**config.mk**
```make
export PLATFORM = sky130hd
export DESIGN_NAME = pwm_time_base_output_control
export DESIGN_NICKNAME = d
export VERILOG_FILES = /design/src/hw/pwm_time_base_pkg.sv /design/src/hw/time_base_prescaler.sv /design/src/hw/pwm_time_base_output_control.sv
export SDC_FILE = /design/constraint.sdc
export NUM_CORES = 1
export LEC_CHECK = 0
export ABC_AREA = 1
export BUFFER_PORTS_ARGS = -buffer_cell sky130_fd_sc_hd__buf_4
export CAP_MARGIN = 20
export CORE_MARGIN = 4
export CORE_UTILIZATION = 45
export DETAILED_ROUTE_END_ITERATION = 8
export PLACE_DENSITY = 0.73
export SYNTH_ARGS = -nofsm -noshare
export SYNTH_HDL_FRONTEND = slang
export SYNTH_SLANG_ARGS = --single-unit
```
**constraint.sdc**
```tcl
create_clock -name aclk -period 5.8 [get_ports aclk]
set_input_delay 0.29 -clock aclk [delete_from_list [all_inputs] [get_ports aclk]]
set_output_delay 0.29 -clock aclk [all_outputs]
set_load 0.05 [all_outputs]
```
**src/hw/pwm_time_base_pkg.sv**
```systemverilog
// Shared constants for the pulse time base and output control block
package pwm_time_base_pkg;

  // ****************************************
  // Register byte offsets
  // ****************************************
  localparam int          ADDR_W       = 8;
  localparam logic [7:0]  OFS_CONTROL  = 8'h00;
  localparam logic [7:0]  OFS_COUNT    = 8'h04;
  localparam logic [7:0]  OFS_PERIOD   = 8'h08;
  localparam logic [7:0]  OFS_PIN_CTRL = 8'h0c;
  localparam logic [7:0]  OFS_STATUS   = 8'h10;
  localparam logic [7:0]  OFS_CONFIG   = 8'h14;

  // ****************************************
  // Field positions
  // ****************************************
  localparam int CTL_ENABLE_BIT = 15;
  localparam int CTL_OPS_LSB    = 4;
  localparam int CTL_CKPS_LSB   = 2;
  localparam int CTL_MODE_LSB   = 0;
  localparam int COUNT_DIR_BIT  = 15;
  localparam int CFG_OWNER_BIT  = 2;
  localparam int CFG_HIGH_SIDE_POLARITY_BIT   = 1;
  localparam int CFG_LOW_SIDE_POLARITY_BIT   = 0;
  localparam int STATUS_IRQ_BIT = 0;

  // ****************************************
  // Reset values
  // ****************************************
  localparam logic [15:0] CONTROL_RESET = 16'h0000;
  localparam logic [14:0] COUNT_RESET   = 15'h0000;
  localparam logic [14:0] PERIOD_RESET  = 15'h0000;
  localparam logic [3:0]  POST_RESET    = 4'h0;
  localparam logic [5:0]  PRE_RESET     = 6'h00;
  localparam logic [2:0]  CONFIG_RESET  = 3'h7;
  localparam logic [7:0]  PIN_EN_ALL    = 8'hff;
  localparam logic [7:0]  PIN_EN_NONE   = 8'h00;

  // ****************************************
  // Mode and prescale encodings
  // ****************************************
  localparam logic [1:0] MODE_FREE   = 2'h0;
  localparam logic [1:0] MODE_SINGLE = 2'h1;
  localparam logic [1:0] MODE_UPDOWN = 2'h2;
  localparam logic [1:0] MODE_DOUBLE = 2'h3;
  localparam logic [5:0] PRE_LIM_1   = 6'h00;
  localparam logic [5:0] PRE_LIM_4   = 6'h03;
  localparam logic [5:0] PRE_LIM_16  = 6'h0f;
  localparam logic [5:0] PRE_LIM_64  = 6'h3f;

  // ****************************************
  // Bus answers
  // ****************************************
  localparam logic [1:0] RESP_OKAY   = 2'h0;
  localparam logic [1:0] RESP_SLVERR = 2'h2;

endpackage

```
**src/hw/time_base_prescaler.sv**
```systemverilog
// Input clock prescaler of the time base
`timescale 1ns/1ps
`default_nettype none
module time_base_prescaler (
  // Clock and reset
  input  wire logic       aclk,
  input  wire logic       aresetn,
  // Control
  input  wire logic       clear,
  input  wire logic [1:0] select,
  // Prescaled edge
  output logic            tick
);

  logic [5:0] cnt;
  logic [5:0] next_cnt;
  logic [5:0] limit;

  function automatic logic [5:0] pre_limit(input logic [1:0] sel);
    case (sel)
      2'h0:    pre_limit = pwm_time_base_pkg::PRE_LIM_1;
      2'h1:    pre_limit = pwm_time_base_pkg::PRE_LIM_4;
      2'h2:    pre_limit = pwm_time_base_pkg::PRE_LIM_16;
      default: pre_limit = pwm_time_base_pkg::PRE_LIM_64;
    endcase
  endfunction

  assign limit = pre_limit(select);
  assign tick  = (cnt == limit) && !clear;

  always_comb begin
    if (clear) begin
      next_cnt = pwm_time_base_pkg::PRE_RESET; // RULE2
    end else if (cnt == limit) begin
      next_cnt = pwm_time_base_pkg::PRE_RESET; // RULE1
    end else begin
      next_cnt = cnt + 6'h01;
    end
  end

  always_ff @(posedge aclk) begin
    if (!aresetn) begin
      cnt <= pwm_time_base_pkg::PRE_RESET; // RULE2
    end else begin
      cnt <= next_cnt;
    end
  end

endmodule // time_base_prescaler
`default_nettype wire

```
**src/hw/pwm_time_base_output_control.sv**
```systemverilog
// Pulse generator time base, period buffering and output pin control
// Behaviour
// RULE1: Prescale instruction clock by 1, 4, 16, 64
// RULE2: Count or control write clears prescaler
// RULE3: Control write keeps the count value
// RULE4: Period match when count equals active period
// RULE5: Zero detect when count field is zero
// RULE6: Count bit 15 reads direction, read-only
// RULE7: Control bit 15 enables counting, keeps count
// RULE8: Postscaler 1:1 to 1:16 gates events
// RULE9: Count or control write clears postscaler
// RULE10: After match, wrap to zero or reverse
// RULE11: Period buffer loads at wrap or zero
// RULE12: Disabled time base copies period buffer through
// RULE13: Free running: postscaled event at wrap
// RULE14: Single event: event, clear enable, no postscale
// RULE15: Up/down: postscaled event leaving zero upward
// RULE16: Double update: events at zero and match
// RULE17: Mode field selects mode; events set flag
// RULE18: Modes 00 free, 01 single, 10, 11
// RULE19: Eight enable bits hand pins to module
// RULE20: Side polarity bits: 1 high, 0 low
// RULE21: Reset owner bit chooses all or no enables
// RULE22: Up/down counts down to zero, then up
// RULE23: Enabled count steps one per tick only
// RULE24: Enabled pin shows state through side polarity
//
// Implementation choices: the address map and the AXI4-Lite register port.
`timescale 1ns/1ps
`default_nettype none
module pwm_time_base_output_control #(
  parameter logic [2:0] CONFIG_WORD = pwm_time_base_pkg::CONFIG_RESET
) (
  // Clock and reset
  input  wire logic       aclk,
  input  wire logic       aresetn,
  // AXI4-Lite write address and data
  input  wire logic [7:0] awaddr,
  input  wire logic       awvalid,
  output logic            awready,
  input  wire logic [31:0] wdata,
  input  wire logic [3:0] wstrb,
  input  wire logic       wvalid,
  output logic            wready,
  // AXI4-Lite write response
  output logic [1:0]      bresp,
  output logic            bvalid,
  input  wire logic       bready,
  // AXI4-Lite read
  input  wire logic [7:0] araddr,
  input  wire logic       arvalid,
  output logic            arready,
  output logic [31:0]     rdata,
  output logic [1:0]      rresp,
  output logic            rvalid,
  input  wire logic       rready,
  // Pin states from duty logic and general port
  input  wire logic [7:0] pin_active,
  input  wire logic [7:0] port_data,
  input  wire logic [7:0] port_drive_en,
  // Pins
  output logic [3:0]      high_side_output,
  output logic [3:0]      high_side_oe,
  output logic [3:0]      low_side_output,
  output logic [3:0]      low_side_oe,
  // Status
  output logic            module_interrupt_flag
);

  // ****************************************
  // Declarations
  // ****************************************
  logic        aw_held, next_aw_held, w_held, next_w_held;
  logic [7:0]  aw_addr, next_aw_addr;
  logic [31:0] w_data, next_w_data;
  logic [3:0]  w_strb, next_w_strb;
  logic        next_bvalid, next_rvalid;
  logic [1:0]  next_bresp, next_rresp;
  logic [31:0] next_rdata;
  logic        wr_fire, ctl_wr, cnt_wr, per_wr, pin_wr, sts_wr;

  logic        time_base_enable, next_time_base_enable;
  logic [3:0]  output_postscale_select, next_output_postscale_select;
  logic [1:0]  input_prescale_select, next_input_prescale_select;
  logic [1:0]  time_base_mode_select, next_time_base_mode_select;
  logic [14:0] count_value_field, next_count_value_field;
  logic        count_direction_flag, next_count_direction_flag;
  logic [14:0] time_base_period_buffer, next_time_base_period_buffer;
  logic [14:0] active_period, next_active_period;
  logic [7:0]  pulse_control_one, next_pulse_control_one;
  logic [3:0]  post_cnt, next_post_cnt;
  logic        next_module_interrupt_flag;
  logic [7:0]  pin_out, next_pin_out, pin_oe, next_pin_oe;
  logic [15:0] ctl_merged, cnt_merged, per_merged, pin_merged;
  logic        tick, period_match, zero_detect, scaled_event, direct_event;
  logic        irq_event, up_down;
  logic [7:0]  polarity;
  logic [15:0] control_view;

  function automatic logic [15:0] merge16(input logic [15:0] old,
                                          input logic [31:0] data,
                                          input logic [3:0]  strb);
    merge16 = {strb[1] ? data[15:8] : old[15:8], strb[0] ? data[7:0] : old[7:0]};
  endfunction

  // ****************************************
  // AXI4-Lite slave
  // ****************************************
  assign awready = !aw_held && !bvalid;
  assign wready  = !w_held && !bvalid;
  assign arready = !rvalid;
  assign wr_fire = aw_held && w_held && !bvalid;
  assign ctl_wr  = wr_fire && (aw_addr == pwm_time_base_pkg::OFS_CONTROL);
  assign cnt_wr  = wr_fire && (aw_addr == pwm_time_base_pkg::OFS_COUNT);
  assign per_wr  = wr_fire && (aw_addr == pwm_time_base_pkg::OFS_PERIOD);
  assign pin_wr  = wr_fire && (aw_addr == pwm_time_base_pkg::OFS_PIN_CTRL);
  assign sts_wr  = wr_fire && (aw_addr == pwm_time_base_pkg::OFS_STATUS);
  assign control_view = {time_base_enable, 7'h00, output_postscale_select,
                         input_prescale_select, time_base_mode_select};

  always_comb begin
    next_aw_held = aw_held;
    next_aw_addr = aw_addr;
    next_w_held  = w_held;
    next_w_data  = w_data;
    next_w_strb  = w_strb;
    next_bvalid  = bvalid;
    next_bresp   = bresp;
    next_rvalid  = rvalid;
    next_rresp   = rresp;
    next_rdata   = rdata;
    if (awvalid && awready) begin
      next_aw_held = 1'b1;
      next_aw_addr = awaddr;
    end
    if (wvalid && wready) begin
      next_w_held = 1'b1;
      next_w_data = wdata;
      next_w_strb = wstrb;
    end
    if (wr_fire) begin
      next_aw_held = 1'b0;
      next_w_held  = 1'b0;
      next_bvalid  = 1'b1;
      if (ctl_wr || cnt_wr || per_wr || pin_wr || sts_wr
          || aw_addr == pwm_time_base_pkg::OFS_CONFIG) begin
        next_bresp = pwm_time_base_pkg::RESP_OKAY;
      end else begin
        next_bresp = pwm_time_base_pkg::RESP_SLVERR;
      end
    end else if (bvalid && bready) begin
      next_bvalid = 1'b0;
    end
    if (arvalid && arready) begin
      next_rvalid = 1'b1;
      next_rresp  = pwm_time_base_pkg::RESP_OKAY;
      if (araddr == pwm_time_base_pkg::OFS_CONTROL) begin
        next_rdata = {16'h0000, control_view};
      end else if (araddr == pwm_time_base_pkg::OFS_COUNT) begin
        next_rdata = {16'h0000, count_direction_flag, count_value_field}; // RULE6
      end else if (araddr == pwm_time_base_pkg::OFS_PERIOD) begin
        next_rdata = {17'h00000, time_base_period_buffer};
      end else if (araddr == pwm_time_base_pkg::OFS_PIN_CTRL) begin
        next_rdata = {24'h000000, pulse_control_one};
      end else if (araddr == pwm_time_base_pkg::OFS_STATUS) begin
        next_rdata = {31'h00000000, module_interrupt_flag};
      end else if (araddr == pwm_time_base_pkg::OFS_CONFIG) begin
        next_rdata = {29'h00000000, CONFIG_WORD};
      end else begin
        next_rdata = 32'h00000000;
        next_rresp = pwm_time_base_pkg::RESP_SLVERR;
      end
    end else if (rvalid && rready) begin
      next_rvalid = 1'b0;
    end
  end

  always_ff @(posedge aclk) begin
    if (!aresetn) begin
      aw_held <= 1'b0;
      aw_addr <= 8'h00;
      w_held  <= 1'b0;
      w_data  <= 32'h00000000;
      w_strb  <= 4'h0;
      bvalid  <= 1'b0;
      bresp   <= pwm_time_base_pkg::RESP_OKAY;
      rvalid  <= 1'b0;
      rresp   <= pwm_time_base_pkg::RESP_OKAY;
      rdata   <= 32'h00000000;
    end else begin
      aw_held <= next_aw_held;
      aw_addr <= next_aw_addr;
      w_held  <= next_w_held;
      w_data  <= next_w_data;
      w_strb  <= next_w_strb;
      bvalid  <= next_bvalid;
      bresp   <= next_bresp;
      rvalid  <= next_rvalid;
      rresp   <= next_rresp;
      rdata   <= next_rdata;
    end
  end

  // ****************************************
  // Time base
  // ****************************************
  time_base_prescaler u_prescaler (
    .aclk    (aclk),
    .aresetn (aresetn),
    .clear   (ctl_wr || cnt_wr), // RULE2
    .select  (input_prescale_select),
    .tick    (tick)
  );

  assign period_match = (count_value_field == active_period); // RULE4
  assign zero_detect  = (count_value_field == 15'h0000); // RULE5
  assign up_down      = time_base_mode_select[1];
  assign ctl_merged   = merge16(control_view, w_data, w_strb);
  assign cnt_merged   = merge16({count_direction_flag, count_value_field}, w_data, w_strb);
  assign per_merged   = merge16({1'b0, time_base_period_buffer}, w_data, w_strb);
  assign pin_merged   = merge16({8'h00, pulse_control_one}, w_data, w_strb);

  always_comb begin
    next_time_base_enable        = time_base_enable;
    next_output_postscale_select = output_postscale_select;
    next_input_prescale_select   = input_prescale_select;
    next_time_base_mode_select   = time_base_mode_select;
    next_count_value_field       = count_value_field;
    next_count_direction_flag    = count_direction_flag;
    next_time_base_period_buffer = time_base_period_buffer;
    next_active_period           = active_period;
    next_pulse_control_one       = pulse_control_one;
    next_post_cnt                = post_cnt;
    scaled_event                 = 1'b0;
    direct_event                 = 1'b0;
    irq_event                    = 1'b0;
    if (!time_base_enable) begin
      next_active_period = time_base_period_buffer; // RULE12
    end else if (tick) begin // RULE23
      case (time_base_mode_select) // RULE17 RULE18
        pwm_time_base_pkg::MODE_FREE, pwm_time_base_pkg::MODE_SINGLE: begin
          next_count_direction_flag = 1'b0;
          if (period_match) begin
            next_count_value_field = 15'h0000; // RULE10
            next_active_period     = time_base_period_buffer; // RULE11
            if (time_base_mode_select == pwm_time_base_pkg::MODE_SINGLE) begin
              direct_event          = 1'b1; // RULE14
              next_time_base_enable = 1'b0;
            end else begin
              scaled_event = 1'b1; // RULE13
            end
          end else begin
            next_count_value_field = count_value_field + 15'h0001;
          end
        end
        default: begin
          if (zero_detect) begin
            next_active_period = time_base_period_buffer; // RULE11
          end
          if (count_direction_flag && zero_detect) begin
            next_count_direction_flag = 1'b0; // RULE22
            next_count_value_field    = 15'h0001;
            if (time_base_mode_select == pwm_time_base_pkg::MODE_DOUBLE) begin
              direct_event = 1'b1; // RULE16
            end else begin
              scaled_event = 1'b1; // RULE15
            end
          end else if (!count_direction_flag && period_match) begin
            next_count_direction_flag = !zero_detect; // RULE10
            next_count_value_field    = zero_detect ? count_value_field
                                                    : count_value_field - 15'h0001;
            direct_event = (time_base_mode_select == pwm_time_base_pkg::MODE_DOUBLE); // RULE16
          end else if (count_direction_flag) begin
            next_count_value_field = count_value_field - 15'h0001; // RULE22
          end else begin
            next_count_value_field = count_value_field + 15'h0001;
          end
        end
      endcase
    end
    if (scaled_event) begin
      if (post_cnt == output_postscale_select) begin
        next_post_cnt = pwm_time_base_pkg::POST_RESET; // RULE8
        irq_event     = 1'b1;
      end else begin
        next_post_cnt = post_cnt + 4'h1;
      end
    end
    if (direct_event) begin
      irq_event = 1'b1;
    end
    if (ctl_wr || cnt_wr) begin
      next_post_cnt = pwm_time_base_pkg::POST_RESET; // RULE9
    end
    if (ctl_wr) begin // RULE3
      next_time_base_enable        = ctl_merged[pwm_time_base_pkg::CTL_ENABLE_BIT]; // RULE7
      next_output_postscale_select = ctl_merged[pwm_time_base_pkg::CTL_OPS_LSB +: 4];
      next_input_prescale_select   = ctl_merged[pwm_time_base_pkg::CTL_CKPS_LSB +: 2];
      next_time_base_mode_select   = ctl_merged[pwm_time_base_pkg::CTL_MODE_LSB +: 2];
    end
    if (cnt_wr) begin
      next_count_value_field = cnt_merged[14:0];
    end
    if (per_wr) begin
      next_time_base_period_buffer = per_merged[14:0];
    end
    if (pin_wr) begin
      next_pulse_control_one = pin_merged[7:0]; // RULE19
    end
    // Hardware set wins over software clear
    next_module_interrupt_flag = (module_interrupt_flag
                                  && !(sts_wr && w_strb[0]
                                       && w_data[pwm_time_base_pkg::STATUS_IRQ_BIT]))
                                 || irq_event; // RULE17
  end

  always_ff @(posedge aclk) begin
    if (!aresetn) begin
      time_base_enable        <=
        pwm_time_base_pkg::CONTROL_RESET[pwm_time_base_pkg::CTL_ENABLE_BIT];
      output_postscale_select <=
        pwm_time_base_pkg::CONTROL_RESET[pwm_time_base_pkg::CTL_OPS_LSB +: 4];
      input_prescale_select   <=
        pwm_time_base_pkg::CONTROL_RESET[pwm_time_base_pkg::CTL_CKPS_LSB +: 2];
      time_base_mode_select   <=
        pwm_time_base_pkg::CONTROL_RESET[pwm_time_base_pkg::CTL_MODE_LSB +: 2];
      count_value_field       <= pwm_time_base_pkg::COUNT_RESET;
      count_direction_flag    <= 1'b0;
      time_base_period_buffer <= pwm_time_base_pkg::PERIOD_RESET;
      active_period           <= pwm_time_base_pkg::PERIOD_RESET;
      post_cnt                <= pwm_time_base_pkg::POST_RESET; // RULE9
      module_interrupt_flag   <= 1'b0;
      pulse_control_one       <= CONFIG_WORD[pwm_time_base_pkg::CFG_OWNER_BIT]
                                 ? pwm_time_base_pkg::PIN_EN_NONE
                                 : pwm_time_base_pkg::PIN_EN_ALL; // RULE21
    end else begin
      time_base_enable        <= next_time_base_enable;
      output_postscale_select <= next_output_postscale_select;
      input_prescale_select   <= next_input_prescale_select;
      time_base_mode_select   <= next_time_base_mode_select;
      count_value_field       <= next_count_value_field;
      count_direction_flag    <= next_count_direction_flag;
      time_base_period_buffer <= next_time_base_period_buffer;
      active_period           <= next_active_period;
      post_cnt                <= next_post_cnt;
      module_interrupt_flag   <= next_module_interrupt_flag;
      pulse_control_one       <= next_pulse_control_one;
    end
  end

  // ****************************************
  // Output pins
  // ****************************************
  assign polarity = {{4{CONFIG_WORD[pwm_time_base_pkg::CFG_HIGH_SIDE_POLARITY_BIT]}},
                     {4{CONFIG_WORD[pwm_time_base_pkg::CFG_LOW_SIDE_POLARITY_BIT]}}}; // RULE20

  always_comb begin
    next_pin_out = (pulse_control_one & (pin_active ~^ polarity))
                   | (~pulse_control_one & port_data); // RULE24
    next_pin_oe  = pulse_control_one | port_drive_en; // RULE19
  end

  always_ff @(posedge aclk) begin
    if (!aresetn) begin
      pin_out <= 8'h00;
      pin_oe  <= 8'h00;
    end else begin
      pin_out <= next_pin_out;
      pin_oe  <= next_pin_oe;
    end
  end

  assign low_side_output  = pin_out[3:0];
  assign low_side_oe      = pin_oe[3:0];
  assign high_side_output = pin_out[7:4];
  assign high_side_oe     = pin_oe[7:4];
endmodule // pwm_time_base_output_control
`default_nettype wire

```
==> metrics <==
most frequent cells in the layout=nand2_1 (230), nor2_1 (173), dfxtp_1 (138); routed vias/inst=5.19; Worst Path Arrival=2.93 ns; Ys Warns=0; #FFs+latches synth=138; Site Rows=46; first-pass iteration count of the detailed router=5; Worst VDD drop=0.200 mV; Die X=136 um; # fillers=1598; ant diodes=0; Final Cycle Share=45.0%; Detailed Route Iter0 Violations=588; Mapped Avg Cell Area=6.76 sq um; layout net count=1261; Die Y=136 um; CTS Buf Count=17; Seq/Total Area, Yosys=37.3%; Hold Path Stages=3; Synth Instances=1095; Critical Path Start=w_held; Clock Path Buffers=2; initial antenna violation count=0; pins over their slew limit=0; PD cells=277 nW/um^2; synthesized area=7410 sq um; sequential share of power=41.2%; GRT Total Usage=23.8%; Startpoint Class=flop; post-cts sizing count=0; crit end category=flop; Clock Power Share=47.2%; drt drc=0; most common cell after layout, fill and taps aside=nand2_1; switching pwr=0.000670 W; EDFF count, synth=0; FFs w/ async S/R, synth=0%; # H-tree levels=4; crit path max fanout=12; Max Cap Viol=0; crit path capture=count_value_field[4]; RePlAce Congestion=0.959; fmax=0.383 GHz; ranking of synthesized cells by area=dfxtp_1 (37%), nand2_1 (12%), nor2_1 (8.8%); Avg WL per Cell=15.4 um; CORE AREA=16000 sq um; first-pass GRT wire length=34900 um; final setup violation count=0; CTS Hold Bufs=0; antenna-violating nets left=0; clock skew=0.00806 ns; vias post-DR=7284; FF-to-FF Start=w_held; Worst-path clk slew=0.06 ns; CTS tree=built; status=finished clean; share of cells above drive strength 1=16.4%; IO buf count=104; R2R setup slack=3.19 ns; setup tns final=0 ns; R2R cell count=11; setup repair after global routing missed its margin=no; internal power=0.00177 W; CTS Sinks=138; post-CTS setup repair buffer count=0; min Tclk post-route=2.61 ns; RR Endpoint=count_value_field[4]; clk_lat worst skew=0.43 ns; Root Buffer=clkbuf_16; final hold violations=0; worst hold slack=0.0689 ns; vias in the first global route=6794; Slew @ Worst Pin=1.04 ns; worst endpoint required time=6.12 ns; post-synth top area cell=dfxtp_1; Placed Area=8160 sq um; Final HPWL DP=16100 um; Die ar.=18600 sq um; aggregate global routing overflow=0; final WL=21700 um; kind of critical path=reg2reg; cell area after layout=8790 sq um; share of the synthesized area in the top cell type=37.3%; Hold Crit Class=in2reg; Netlist cell types=43; pin count of the biggest net entering global routing=67; Net Sw Frac=27.5%; Layout area overhead=18.7%; Top FF cell, synth=dfxtp_1; worst relative slew slack=30.1%; Initial Utilization=46.3%; Logic pwr share=11.6%; I/O pin count=141; Lkg Pwr=4.05 nW
## sequential cells by signal (all words and copies together), names as in the netlist, 6 cells and up
signal / flops
pulse_control_one: 8
count_value_field: 15
w_data: 16
time_base_period_buffer: 15
pin_out: 8
u_prescaler.cnt: 6
active_period: 15
pin_oe: 8
rdata: 16
aw_addr: 8
## worst min path at each step
stage | start | end | slack, ns
3_5_place_dp | u_prescaler.cnt[0] | u_prescaler.cnt[0] | 0.46
3_3_place_gp | u_prescaler.cnt[0] | u_prescaler.cnt[0] | 0.44
6_report | port_drive_en[3] | pin_oe[3] | 0.07
5_1_grt | port_drive_en[3] | pin_oe[3] | 0.07
2_1_floorplan | port_drive_en[0] | pin_oe[0] | 0.41
4_1_cts | port_drive_en[7] | pin_oe[7] | 0.06
## synth_stat cells (4+ instances only)
master	n
a211oi_1	31
a21oi_1	75
buf_2	11
buf_4	24
buf_6	5
clkbuf_1	23
dfxtp_1	138
ha_1	4
inv_1	109
inv_2	17
nand2_1	230
nand2_2	7
nand2_4	5
nand3_1	46
nand3_2	5
nand4_1	12
nor2_1	173
nor2_2	7
nor2_4	4
nor3_1	12
o211ai_1	6
o21ai_0	75
o21ai_1	12
o22ai_1	5
xnor2_1	4
xor2_1	25
## area by class of cell
cell class                 count  area, sq um  area share [%]
clock buffer                  18          439            5.00
clock inverter                14          186            2.12
inverter                     127          479            5.45
multi-input combinational    783         3830            43.6
sequential                   138         2760            31.4
tap                          216          270            3.08
timing repair buffer         107          816            9.28
## worst max-delay path, stage by stage, from the launching register on
cell	delay, ns
dfxtp_1	0.34
inv_1	0.05
nor2_1	0.08
nand2_1	0.15
nor2_2	0.23
nand3_1	0.23
nor2_1	0.85
nor2_1	0.25
nand2_1	0.13
nor2_1	0.07
nor2_1	0.09
nor2_1	0.04
## kinds of logic after synthesis
logic type               after synthesis  synth area share (%)
AND/OR/NAND/NOR                      515                  30.2
flip-flops                           138                  37.3
adder cells (fa/ha/maj)                4                 0.676
AO/OA/AOI/OAI                        217                  16.6
other                                  1                0.0506
buffers and inverters                191                  11.8
XOR/XNOR                              29                  3.43
## metrics by stage
stage | std cells | util (%) | setup slack (ns) | total power, W
finish | 1403 | 54.9 | 3.19 | 0.00244
CTS | 1402 | 54.9 | 3.29 | 0.00245
detailed placement | 1370 | 51.0 | 3.31 | 0.00130
global placement | 1369 | 50.8 | 3.36 | 0.00130
floorplan | 1112 | - | 3.68 | 0.00122
global route | 1403 | 54.9 | 2.92 | 0.00251
## layer usage
layer	share of wire, %	vias up	GRT usage, %
met5	0	-	0
met4	1.8	0	7.50
met3	6.8	28	5.14
met2	49	246	39.5
met1	43	3351	31.0
li1	-	3659	-
## power groups by stage
stage	clock network, W	registers, W	logic, W
2_1_floorplan	0	0.00104	0.000175
3_3_place_gp	0	0.00102	0.000275
3_5_place_dp	0	0.00102	0.000279
4_1_cts	0.00117	0.00100	0.000281
5_1_grt	0.00120	0.00101	0.000307
6_report	0.00115	0.00100	0.000281
No activity file was read; power rests on OpenSTA's default activity.
